<file path="config.mk">
export PLATFORM = sky130hd
export DESIGN_NAME = cmd_unit
export DESIGN_NICKNAME = d
export VERILOG_FILES = /design/src/design/cmd_pkg.sv /design/src/design/cmd_shift_gen.sv /design/src/design/cmd_unit.sv
export SDC_FILE = /design/constraint.sdc
export NUM_CORES = 1
export LEC_CHECK = 0
export BUFFER_PORTS_ARGS = -buffer_cell sky130_fd_sc_hd__buf_4
export CAP_MARGIN = 20
export CORE_ASPECT_RATIO = 1.75
export CORE_UTILIZATION = 42
export CTS_BUF_LIST = sky130_fd_sc_hd__clkbuf_2 sky130_fd_sc_hd__clkbuf_4 sky130_fd_sc_hd__clkbuf_8
export CTS_CLUSTER_DIAMETER = 80
export DETAILED_ROUTE_END_ITERATION = 7
export PLACE_DENSITY_LB_ADDON = 0.3
export SYNTH_ARGS = -nofsm -noshare
export SYNTH_HDL_FRONTEND = slang
export SYNTH_SLANG_ARGS = --single-unit
</file>
<file path="constraint.sdc">
create_clock -name clock -period 11.4 [get_ports clock]
set_input_delay 2.28 -clock clock [delete_from_list [all_inputs] [get_ports clock]]
set_output_delay 2.28 -clock clock [all_outputs]
set_load 0.03 [all_outputs]
</file>
<file path="src/design/cmd_pkg.sv">
// Shared constants and types for the cascadable multiply/divide unit
package cmd_pkg;

  // Register select codes, also the index into the operand storage
  localparam logic [1:0] SEL_X = 2'h0;
  localparam logic [1:0] SEL_Z = 2'h1;
  localparam logic [1:0] SEL_Y = 2'h2;
  localparam logic [1:0] SEL_CTRL = 2'h3;
  localparam int NUM_OPERANDS = 3;

  // Control word fields
  localparam int CTRL_OP_LSB = 0;
  localparam int CTRL_OP_MSB = 1;
  localparam int CTRL_CLR_Z = 2;
  localparam int CTRL_CLR_Y = 3;
  localparam int CTRL_UNITS_LSB = 4;
  localparam int CTRL_UNITS_MSB = 5;
  localparam int CTRL_SEQ_RST = 6;
  localparam int CTRL_PRESCALE = 7;
  localparam logic [7:0] CTRL_RESET = 8'h00;

  // Operation codes in control bits 1:0
  localparam logic [1:0] OP_MUL = 2'h1;
  localparam logic [1:0] OP_DIV = 2'h2;

  // Status byte: overflow in bit 0, the rest reads zero
  localparam int STATUS_OVF_BIT = 0;
  localparam logic [6:0] STATUS_PAD = 7'h00;

  // Chain position and sequence counters
  localparam logic [1:0] POS_MOST = 2'h3;
  localparam logic [1:0] SEQ_START = 2'h3;

  // Unit count from control bits 5:4 is four minus the code
  localparam logic [2:0] UNITS_BASE = 3'h4;
  localparam logic [2:0] BITS_PER_UNIT_LOG2 = 3'h3;
  localparam logic [5:0] SHIFTS_EXTRA = 6'h01;

  // Prescaler masks: divide by mask plus one
  localparam logic [2:0] RATE_DIRECT = 3'h0;
  localparam logic [2:0] RATE_ONE_UNIT = 3'h1;
  localparam logic [2:0] RATE_TWO_UNITS = 3'h3;
  localparam logic [2:0] RATE_MORE_UNITS = 3'h7;

  // Operation sequencing state
  typedef enum logic [2:0] {
    ST_IDLE = 3'b001,
    ST_MUL = 3'b010,
    ST_DIV = 3'b100
  } cmd_state_type;

endpackage : cmd_pkg

</file>
<file path="src/design/cmd_shift_gen.sv">
// Shift pulse generator with prescaler for the chain's timing line
`timescale 1ns/1ps
module cmd_shift_gen (
  // Clock and reset
  input wire logic clock,
  input wire logic reset,
  input wire logic clk_en,
  // Control
  input wire logic clear,
  input wire logic start,
  input wire logic [5:0] shift_total,
  input wire logic [2:0] rate_mask,
  // Pulses
  output logic shift_pulse,
  output logic busy
);
  import cmd_pkg::*;

  logic [5:0] left_reg;
  logic [5:0] left_next;
  logic [2:0] div_reg;
  logic [2:0] div_next;
  logic [2:0] mask_reg;
  logic pulse_reg;
  logic pulse_next;
  logic running;
  logic tick;

  // Counting its own pulses keeps the gen from overrunning the operation
  assign running = (left_reg != 6'h00);
  assign tick = running && (div_reg == mask_reg);
  assign pulse_next = tick;
  assign left_next = start ? shift_total :
                     tick ? left_reg - 6'h01 : left_reg;
  assign div_next = (start || tick) ? 3'h0 :
                    running ? div_reg + 3'h1 : div_reg;

  always_ff @(posedge clock or posedge reset) begin
    if (reset) begin
      left_reg <= 6'h00;
      div_reg <= 3'h0;
      mask_reg <= RATE_DIRECT;
      pulse_reg <= 1'b0;
    end else if (clk_en) begin
      if (clear) begin
        left_reg <= 6'h00;
        div_reg <= 3'h0;
        pulse_reg <= 1'b0;
      end else begin
        left_reg <= left_next;
        div_reg <= div_next;
        pulse_reg <= pulse_next;
        if (start) begin
          mask_reg <= rate_mask;
        end
      end
    end
  end

  assign shift_pulse = pulse_reg;
  assign busy = running;

endmodule : cmd_shift_gen

</file>
<file path="src/design/cmd_unit.sv">
// One cascadable 8-bit multiply/divide unit with its host bus and chain
// Functional notes
// - Unit answers its select lines only while unit_select_high is high.
// - Low clear resets sequence counters, shift generator, control bits 0-1.
// - shift_path_control picks add/subtract or plain shift on each step.
// - Most significant unit shows overflow low on carry pin, driven when selected.
// - Overflow latched on each control write; valid only after a divide.
// - Lesser units pass carry upward; least significant carry_in held high.
// - Right ports drive during multiply, left ports drive otherwise.
// - Chain is wired as a ring through ports and shift_path_control.
// - Most significant unit drives the shift line; others listen to it.
// - An operation takes 8N+1 shift pulses for N cascaded units.
// - Only most significant clock matters; control bit 7 picks prescaling.
// - Writes capture bus data on the falling strobe edge; strobe asynchronous.
// - Each strobe to an operand register steps that register's sequence counter; control has none.
// - reg_select_2 is a second unit enable, not gating the overflow driver.
// - Bus floats and nothing happens when disabled or writing without strobe.
// - Reads return multiplier, lower, upper accumulator or status by code.
// - Writes load multiplier, lower, upper accumulator or control by code.
// - Status bit 0 is overflow; bits 1 to 7 read zero.
// - Shift rate is clock, or clock over 2, 4 or 8 with prescaler.
// - Position code straps mark chain place, both high for most significant.
// - A unit answers an operand access only when its counter matches its position.
// - Control bits 4 and 5 give the unit count and prescale ratio.
// - Divide leaves quotient low, remainder high, divisor unchanged.
// - Multiply leaves multiplier times lower plus prior upper in the pair.
`timescale 1ns/1ps
module cmd_unit (
  // Clock and reset
  input wire logic clock,
  input wire logic reset,
  input wire logic clk_en,
  // Host bus
  input wire logic [7:0] bus_data_in,
  output logic [7:0] bus_data_out,
  output logic bus_data_oe,
  input wire logic unit_select_high,
  input wire logic reg_select_2,
  input wire logic reg_select_1,
  input wire logic reg_select_0,
  input wire logic read_write_select,
  input wire logic bus_strobe,
  input wire logic clear_n,
  // Chain position straps
  input wire logic position_code_hi,
  input wire logic position_code_lo,
  // Carry chain
  input wire logic carry_in,
  output logic carry_out_overflow_n_out,
  output logic carry_out_overflow_n_oe,
  input wire logic shift_path_control,
  // Serial ports between cascaded units
  input wire logic upper_left_in,
  output logic upper_left_out,
  output logic upper_left_oe,
  input wire logic upper_right_in,
  output logic upper_right_out,
  output logic upper_right_oe,
  input wire logic lower_left_in,
  output logic lower_left_out,
  output logic lower_left_oe,
  input wire logic lower_right_in,
  output logic lower_right_out,
  output logic lower_right_oe,
  // Shared shift line
  input wire logic shift_in,
  output logic shift_out,
  output logic shift_oe
);
  import cmd_pkg::*;

  // Pin synchronisers: select lines, clear, straps and data
  localparam int ASYNC_W = 16;
  logic [ASYNC_W-1:0] async_s1_reg;
  logic [ASYNC_W-1:0] async_s2_reg;
  logic strobe_s1_reg;
  logic strobe_s2_reg;
  logic strobe_s3_reg;

  always_ff @(posedge clock or posedge reset) begin
    if (reset) begin
      async_s1_reg <= '0;
      async_s2_reg <= '0;
      strobe_s1_reg <= 1'b0;
      strobe_s2_reg <= 1'b0;
      strobe_s3_reg <= 1'b0;
    end else if (clk_en) begin
      async_s1_reg <= {unit_select_high, reg_select_2, reg_select_1,
                       reg_select_0, read_write_select, clear_n,
                       position_code_hi, position_code_lo, bus_data_in};
      async_s2_reg <= async_s1_reg;
      strobe_s1_reg <= bus_strobe;
      strobe_s2_reg <= strobe_s1_reg;
      strobe_s3_reg <= strobe_s2_reg;
    end
  end

  wire logic sel_high = async_s2_reg[15];
  wire logic sel_2 = async_s2_reg[14];
  wire logic [1:0] sel_code = async_s2_reg[13:12];
  wire logic rw_read = async_s2_reg[11];
  wire logic clear_sync = ~async_s2_reg[10];
  wire logic [1:0] pos_code = async_s2_reg[9:8];
  wire logic [7:0] wr_data = async_s2_reg[7:0];

  // Data is synchronised alongside the strobe, so it lines up at the edge
  wire logic strobe_fall = strobe_s3_reg & ~strobe_s2_reg;
  wire logic unit_en = sel_high & sel_2;
  wire logic is_most = (pos_code == POS_MOST);
  wire logic access_edge = strobe_fall & unit_en;
  wire logic wr_edge = access_edge & ~rw_read;

  // State
  cmd_state_type state_reg;
  cmd_state_type state_next;
  logic [7:0] operand_reg [0:NUM_OPERANDS-1];
  logic [7:0] ctrl_reg;
  logic overflow_reg;
  logic [5:0] step_reg;
  logic [5:0] total_reg;
  logic [1:0] seq_cnt_reg [0:NUM_OPERANDS-1];
  logic [NUM_OPERANDS-1:0] seq_match;
  logic [NUM_OPERANDS-1:0] wr_hit;

  wire logic [7:0] x_val = operand_reg[SEL_X];
  wire logic [7:0] y_val = operand_reg[SEL_Y];
  wire logic [7:0] z_val = operand_reg[SEL_Z];

  // Control write decode; it reaches every unit at once
  wire logic ctrl_wr = wr_edge & (sel_code == SEL_CTRL);
  wire logic [1:0] wr_op = wr_data[CTRL_OP_MSB:CTRL_OP_LSB];
  wire logic [1:0] wr_units = wr_data[CTRL_UNITS_MSB:CTRL_UNITS_LSB];
  wire logic op_start = ctrl_wr & (state_reg == ST_IDLE) &
                        ((wr_op == OP_MUL) || (wr_op == OP_DIV));
  wire logic seq_reset = clear_sync |
                         (ctrl_wr & wr_data[CTRL_SEQ_RST]);

  // Unit count and shift total, 8N+1
  wire logic [2:0] n_units = UNITS_BASE - {1'b0, wr_units};
  wire logic [5:0] shift_total =
    ({3'h0, n_units} << BITS_PER_UNIT_LOG2) + SHIFTS_EXTRA;
  wire logic [2:0] rate_mask =
    ~wr_data[CTRL_PRESCALE] ? RATE_DIRECT :
    (n_units == 3'h1) ? RATE_ONE_UNIT :
    (n_units == 3'h2) ? RATE_TWO_UNITS : RATE_MORE_UNITS;

  // Shift pulses: generated here on the head unit, taken from the line
  logic gen_pulse;
  cmd_shift_gen u_shift_gen (
    .clock(clock),
    .reset(reset),
    .clk_en(clk_en),
    .clear(clear_sync),
    .start(op_start),
    .shift_total(shift_total),
    .rate_mask(rate_mask),
    .shift_pulse(gen_pulse),
    .busy()
  );
  // Lesser units ignore their clock for timing, following the line
  wire logic step_pulse = is_most ? gen_pulse : shift_in;

  wire logic in_mul = (state_reg == ST_MUL);
  wire logic in_div = (state_reg == ST_DIV);
  wire logic busy_step = step_pulse & (in_mul | in_div);
  wire logic first_step = (step_reg == 6'h00);
  wire logic last_step = (step_reg == total_reg - SHIFTS_EXTRA);
  wire logic do_step = busy_step & ~first_step;
  wire logic div_shifting = in_div & ~first_step;

  // Multiply: add multiplier when the chain's low bit is set, shift right
  wire logic [8:0] mul_sum = {1'b0, y_val} +
    {1'b0, shift_path_control ? x_val : 8'h00} +
    {8'h00, ~carry_in};
  wire logic [7:0] mul_y = {is_most ? mul_sum[8] : upper_left_in,
                            mul_sum[7:1]};
  wire logic [7:0] mul_z = {lower_left_in, z_val[7:1]};

  // Divide: shift left, trial subtract, keep it when the quotient bit is 1
  wire logic [7:0] y_shift = {y_val[6:0], upper_right_in};
  wire logic [7:0] y_trial = div_shifting ? y_shift : y_val;
  wire logic [8:0] div_diff = {1'b0, y_trial} + {1'b0, ~x_val} +
                              {8'h00, carry_in};
  wire logic quot_bit = div_diff[8] | (y_val[7] & div_shifting);
  wire logic [7:0] div_y = shift_path_control ? div_diff[7:0] :
                           y_shift;
  wire logic [7:0] div_z = {z_val[6:0], lower_right_in};

  // Carry leaves lesser units unregistered so the chain ripples in a cycle
  wire logic carry_comb = in_mul ? ~mul_sum[8] : div_diff[8];

  // Sequence counters and per-register write hits
  for (genvar i = 0; i < NUM_OPERANDS; i++) begin : g_seq
    wire logic step_hit = access_edge && (sel_code == 2'(i));
    assign seq_match[i] = (seq_cnt_reg[i] == pos_code);
    assign wr_hit[i] = step_hit & ~rw_read & seq_match[i];
    always_ff @(posedge clock or posedge reset) begin
      if (reset) begin
        seq_cnt_reg[i] <= SEQ_START;
      end else if (clk_en) begin
        if (seq_reset) begin
          seq_cnt_reg[i] <= SEQ_START;
        end else if (step_hit) begin
          seq_cnt_reg[i] <= seq_cnt_reg[i] - 2'h1;
        end
      end
    end
  end

  // Operand next values: bus load, control clears, arithmetic step
  wire logic clr_y = ctrl_wr & wr_data[CTRL_CLR_Y];
  wire logic clr_z = ctrl_wr & wr_data[CTRL_CLR_Z];
  wire logic [7:0] x_next = wr_hit[SEL_X] ? wr_data : x_val;
  wire logic [7:0] y_next =
    wr_hit[SEL_Y] ? wr_data : clr_y ? 8'h00 :
    (do_step & in_mul) ? mul_y : (do_step & in_div) ? div_y : y_val;
  wire logic [7:0] z_next =
    wr_hit[SEL_Z] ? wr_data : clr_z ? 8'h00 :
    (do_step & in_mul) ? mul_z : (do_step & in_div) ? div_z : z_val;

  always_ff @(posedge clock or posedge reset) begin
    if (reset) begin
      operand_reg[SEL_X] <= 8'h00;
      operand_reg[SEL_Y] <= 8'h00;
      operand_reg[SEL_Z] <= 8'h00;
    end else if (clk_en) begin
      operand_reg[SEL_X] <= x_next;
      operand_reg[SEL_Y] <= y_next;
      operand_reg[SEL_Z] <= z_next;
    end
  end

  // Operation sequencing
  always_comb begin
    state_next = state_reg;
    case (state_reg)
      ST_IDLE: begin
        if (op_start && (wr_op == OP_MUL)) begin
          state_next = ST_MUL;
        end else if (op_start) begin
          state_next = ST_DIV;
        end
      end
      ST_MUL, ST_DIV: begin
        if (busy_step && last_step) begin
          state_next = ST_IDLE;
        end
      end
      default: begin
        state_next = ST_IDLE;
      end
    endcase
  end

  always_ff @(posedge clock or posedge reset) begin
    if (reset) begin
      state_reg <= ST_IDLE;
      step_reg <= 6'h00;
      total_reg <= 6'h00;
    end else if (clk_en) begin
      if (clear_sync) begin
        state_reg <= ST_IDLE;
      end else begin
        state_reg <= state_next;
      end
      if (op_start) begin
        step_reg <= 6'h00;
        total_reg <= shift_total;
      end else if (busy_step) begin
        step_reg <= step_reg + 6'h01;
      end
    end
  end

  // Control word and overflow latch
  always_ff @(posedge clock or posedge reset) begin
    if (reset) begin
      ctrl_reg <= CTRL_RESET;
      overflow_reg <= 1'b0;
    end else if (clk_en) begin
      if (ctrl_wr) begin
        ctrl_reg <= wr_data;
        overflow_reg <= div_diff[8];
      end else if (clear_sync) begin
        ctrl_reg[CTRL_OP_MSB:CTRL_OP_LSB] <= 2'h0;
      end
    end
  end

  // Read path: registered bus answer
  wire logic rd_en = unit_en & rw_read;
  wire logic [7:0] status_byte = {STATUS_PAD, overflow_reg};
  wire logic rd_drive = rd_en & ((sel_code == SEL_CTRL) ? is_most :
                                 seq_match[sel_code]);
  wire logic [7:0] rd_data = (sel_code == SEL_CTRL) ? status_byte :
                             operand_reg[sel_code];

  // Port direction follows the next state so it settles with it
  wire logic left_drive = (state_next != ST_MUL);

  logic [7:0] bus_data_reg;
  logic bus_oe_reg;
  logic left_oe_reg;
  logic right_oe_reg;
  logic ovf_n_reg;
  logic ovf_oe_reg;
  logic shift_oe_reg;

  always_ff @(posedge clock or posedge reset) begin
    if (reset) begin
      bus_data_reg <= 8'h00;
      bus_oe_reg <= 1'b0;
      left_oe_reg <= 1'b1;
      right_oe_reg <= 1'b0;
      ovf_n_reg <= 1'b1;
      ovf_oe_reg <= 1'b0;
      shift_oe_reg <= 1'b0;
    end else if (clk_en) begin
      bus_data_reg <= rd_data;
      bus_oe_reg <= rd_drive;
      left_oe_reg <= left_drive;
      right_oe_reg <= ~left_drive;
      ovf_n_reg <= ~overflow_reg;
      ovf_oe_reg <= ~is_most | sel_high;
      shift_oe_reg <= is_most;
    end
  end

  assign bus_data_out = bus_data_reg;
  assign bus_data_oe = bus_oe_reg;

  // Head unit shows overflow; the others pass their carry on
  assign carry_out_overflow_n_out = is_most ? ovf_n_reg :
                                    carry_comb;
  assign carry_out_overflow_n_oe = ovf_oe_reg;

  // Ring links; the head's upper left carries the quotient bit out
  assign upper_left_out = is_most ? quot_bit : y_val[7];
  assign lower_left_out = z_val[7];
  assign upper_right_out = mul_sum[0];
  assign lower_right_out = z_val[0];
  assign upper_left_oe = left_oe_reg;
  assign lower_left_oe = left_oe_reg;
  assign upper_right_oe = right_oe_reg;
  assign lower_right_oe = right_oe_reg;

  assign shift_out = gen_pulse;
  assign shift_oe = shift_oe_reg;

endmodule : cmd_unit

</file>
**Yosys cells after proc, flatten, opt, wreduce, memory -nomap -nowiden**

Index checks and enable logic that the tools add are counted.

- Flip-flop bits (word level): 108
- Input port bits: 27
- Output and inout port bits: 21

- $add $sub $neg: 13
- Order comparisons: 2
- Equality and inequality tests: 19
- Muxes and demuxes: 46
- Bitwise logic cells: 39
- Reduce and logical (&&, ||, !) cells: 30

Operators by type and width:

| operator | count |
|---|---|
| $mux 8 | 14 |
| $mux 3 | 10 |
| $mux 6 | 5 |
| $and 1x1->1 | 24 |
| $reduce_and 2->1 | 11 |
| $add 8x8->9 | 2 |
| $add 9x1->9 | 2 |
| $bmux 8 s2 | 1 |
| $add 6x1->6 const B | 2 |
| $mux 2 | 6 |
| $sub 6x1->6 const B | 2 |
| $not 1->1 | 9 |
| $eq 2x2->1 const B | 4 |
| $mux 1 | 8 |
| $not 8->8 | 1 |
| $reduce_bool 2->1 | 4 |
| $reduce_bool 4->1 | 2 |
| $eq 2x2->1 | 3 |
| $eq 3x1->1 const B | 2 |
| $eq 3x2->1 const B | 2 |
| $eq 6x6->1 | 1 |
| $logic_and 1x1->1 | 6 |
| $logic_not 6->1 | 1 |
| $ne 3x1->1 const B | 2 |
| other kinds (18) | 25 |

**Depth between registers and ports, before layout**

- Word-level depth: 12
- Gate-level depth with buffers: 15
- Mapped depth without buffers: 14

**By module**

A second synthesis with hierarchy kept.

- Cells, all modules: 684
- Area, all modules: 6,429.9 µm²

By module, submodules not included:

| module | times used | cells each | area each (µm²) |
|---|---|---|---|
| cmd_unit | 1 | 592 | 5,576.6 |
| cmd_shift_gen | 1 | 92 | 853.3 |

**Worst setup path before layout**

No wires, ideal clock.

- Kind: input -> output
- From: input port upper_right_in
- To: output port upper_left_out
- Arrival time: 4,414 ps
- Setup slack: 4,706 ps
- Cell stages on the path: 10
- Path buffers: 0
- Path through: mux2_2 -> fa_1 -> inv_1 -> fa_1 -> nand2b_1 -> a21oi_1 -> o21ai_0 -> a21oi_1 -> a211oi_1 -> o21ai_0

- Cells in the longest elaborated chain, start to end: 5

RTL lines:

| item | line | source |
|---|---|---|
| start, declared | cmd_unit.sv:56 | `input wire logic upper_right_in,` |
| $mux 8 | cmd_unit.sv:181 | `wire logic [7:0] y_trial = div_shifting ? y_shift : y_val;` |
| $add 8x8->9 | cmd_unit.sv:182 | `wire logic [8:0] div_diff = {1'b0, y_trial} + {1'b0, ~x_val} +` |
| $add 9x1->9 | cmd_unit.sv:182 |  |
| $or 1x1->1 | cmd_unit.sv:184 | `wire logic quot_bit = div_diff[8] \| (y_val[7] & div_shifting);` |
| $mux 1 | cmd_unit.sv:338 | `assign upper_left_out = is_most ? quot_bit : y_val[7];` |
| end, declared | cmd_unit.sv:54 | `output logic upper_left_out,` |

No other way between the ends.

**Worst setup path in the final report**

Same ends and word-level chain as after synthesis.

==> metrics <==
Vias/cell 5.74; die height 165 um; routed vias 5038; syn nets 718; later-pin clock latency in the skew report 0.38 ns; layout cells sized above 1 18.7%; Gate Count Post-Synth 663; max_cap viols 0; cell taking the most area after synthesis dfrtp_1; DP HPWL 12200 um; Area Growth Syn to Fin 9.73%; Sw Ratio 39.3%; TritonCTS Sinks 106; Final Hold Fails 0; final max-slew violation count 0; status complete, no violations; first-pass GRT wire length 27000 um; core footprint 0.0148 mm2; Synth area leaders dfrtp_1, mux2_2, ha_1; initial antenna violation count 0; pwr dens 166 mW/mm2; # H-tree levels 3; min Tclk post-route 6.87 ns; asr flop ratio synth 100%; Max VDD drop 0.0752 mV; crit-path max FO 4; CTS tree yes; RePlAce Congestion 0.912; CTS buffer count 9; Worst-path clk slew 0.10 ns; Clock Skew 0.0162 ns; Yosys top cell area share 38.2%; Top Ports 48; P_sw 0.000455 W; starting density of the core 42.9%; Post-Route WL 16200 um; Int Power 0.000703 W; FP Rows 59; Routed WL per cell 18.5 um; CP Cell Sequence buf_4 > mux2_2 > fa_1 > inv_1 > fa_1 > nand2b_1 > a21oi_1 > o21ai_0 > a21oi_1 > a211oi_1 > o21ai_0 > buf_4; post-synthesis sequential area ratio 41.9%; total track usage 22.4%; Critical Path RT 9.12 ns; slowest CP cell fa_1; cells resized by post-CTS repair 0; startpoint types input port; Post-synth EDFFs 0; Post-Synthesis Cell Area 0.00636 mm2; RSZ-0062 raised after global routing false; root buf cell clkbuf_8; Reg power frac 44.6%; FF+latch count, synth 106; Max clock buf depth 2; Highest Clock Rate 0.146 GHz; IO Port Bufs 47; Gate power share 36.1%; Critical Path Sink Type output port; ys flop type dfrtp_1; crit path DAT 4.59 ns; ANT cells 0; vias in the first global route 5168; cts hold-fix bufs 0; Layout Cells excl Fill 877; number of fill cells in the layout 1409; Slew @ Worst Pin 0.967 ns; Setup TNS 0 ns; Pleak 3.05 nW; initial DRC count 330; Clock power frac 19.3%; Hold Crit Class reg -> reg; post-route ant nets 0; GRT overflow 0; synth warn 0; crit-path max cell delay 0.41 ns; Setup Fix Bufs, Post-CTS 0; Yosys cell types 71; endpoints failing setup 0; Tcrit/Tclk final 60.2%; Setup CP Type in -> out; largest net degree at the start of global routing 78; Slew HR 35.4%; drt drc 0; first-pass iteration count of the detailed router 5; Die Span X 95.0 um; fin nets 744; synthesized area per cell 9.60 um2; die footprint 0.0157 mm2; placed cells 861
## layout by cell type, fill, tap and decap left out, types with 9 or more instances in the layout
| master | n |
|---|---|
| xnor2_1 | 19 |
| nor2_1 | 65 |
| dfrtp_1 | 97 |
| o21ai_0 | 55 |
| dfstp_2 | 9 |
| mux2i_1 | 19 |
| nand3_1 | 14 |
| a21oi_1 | 43 |
| mux2_2 | 40 |
| buf_4 | 52 |
| nand2_1 | 55 |
| clkbuf_8 | 9 |
| nor3_1 | 10 |
| inv_1 | 32 |
| ha_1 | 24 |
| xor2_1 | 12 |
## worst max-delay path: cells and delay by family
family,cells,cell delay [ns]
mux,1,0.27
compound gates,5,0.89
fa+ha+maj,2,0.61
buf+inv,3,0.40
simple gates,1,0.14
## cell type report
class | instances | area [um2] | area share [%]
clock inverters | 7 | 58.8 | 0.842
repair buffers | 52 | 390 | 5.59
well taps | 183 | 229 | 3.28
clock buffers | 9 | 124 | 1.77
flip-flops and latches | 106 | 2660 | 38.2
multi-input cells | 487 | 3390 | 48.5
inverters | 33 | 126 | 1.81
## metrics by stage
step,cell area [um2],setup slack (ns),hold WS [ns],total power [W],utilization [%]
2_1_floorplan,6360,4.71,0.408,0.000815,-
3_3_place_gp,6790,4.65,0.468,0.000930,45.8
3_5_place_dp,6800,4.55,0.480,0.000939,45.8
4_1_cts,6980,4.53,0.504,0.00117,47.1
5_1_grt,6980,4.40,0.527,0.00124,47.1
6_report,6980,4.53,0.498,0.00116,47.1
## worst paths after layout
path                                            to  slack, ns  cells after the start            start
setup / recovery                    upper_left_out       4.53                     12   upper_right_in
hold / removal                     async_s2_reg[5]       0.50                      2  async_s1_reg[5]
setup reg to reg                          y_val[6]       7.53                     15      step_reg[0]
hold reg to reg                    async_s2_reg[5]       0.50                      2  async_s1_reg[5]
max in group asynchronous  u_shift_gen.left_reg[2]       8.22                      3            reset
min in group asynchronous          bus_data_out[6]       1.91                      2            reset
## routing by layer
layer	GRT usage, %	wire length, um	vias to the layer above
met5	0	0	-
met4	9.44	556	0
met3	2.58	481	29
met2	40.2	8720	113
met1	26.5	6460	2474
li1	-	-	2422
## logic make-up after synthesis
family,count (synthesis),synth area share [%]
simple gates,190,14.8
compound gates,178,17.8
flops,106,41.9
buf+inv,70,4.86
mux,60,10.4
xor+xnor,31,4.27
fa+ha+maj,28,5.98
## power groups by stage
stage | combinational (W) | sequential, W | clock (W)
floorplan | 0.000313 | 0.000502 | 0
detailed placement | 0.000417 | 0.000523 | 0
finish | 0.000418 | 0.000516 | 0.000224
CTS | 0.000420 | 0.000516 | 0.000232
global placement | 0.000409 | 0.000521 | 0
global route | 0.000467 | 0.000526 | 0.000246
## Yosys cell counts, types with 3 or more instances
library cell,count
mux2_2,40
buf_4,3
nor2_1,65
nor3_1,10
mux2i_1,19
nand2b_1,6
o2bb2ai_1,4
and3_1,3
nor4_1,4
buf_2,6
clkbuf_1,18
dfstp_2,9
a2bb2oi_1,8
a221oi_1,3
o22ai_1,4
o21ai_1,4
buf_1,6
nand2_1,55
a211oi_1,8
a21oi_1,43
dfrtp_1,97
fa_1,4
o41ai_1,3
ha_1,24
xor2_1,12
nor2b_1,3
inv_1,33
nand3_1,14
o211ai_1,3
a31oi_1,5
xnor2_1,19
a21o_1,8
o31ai_1,8
o21ai_0,55
or3_1,6
No activity file was read; power rests on OpenSTA's default activity.
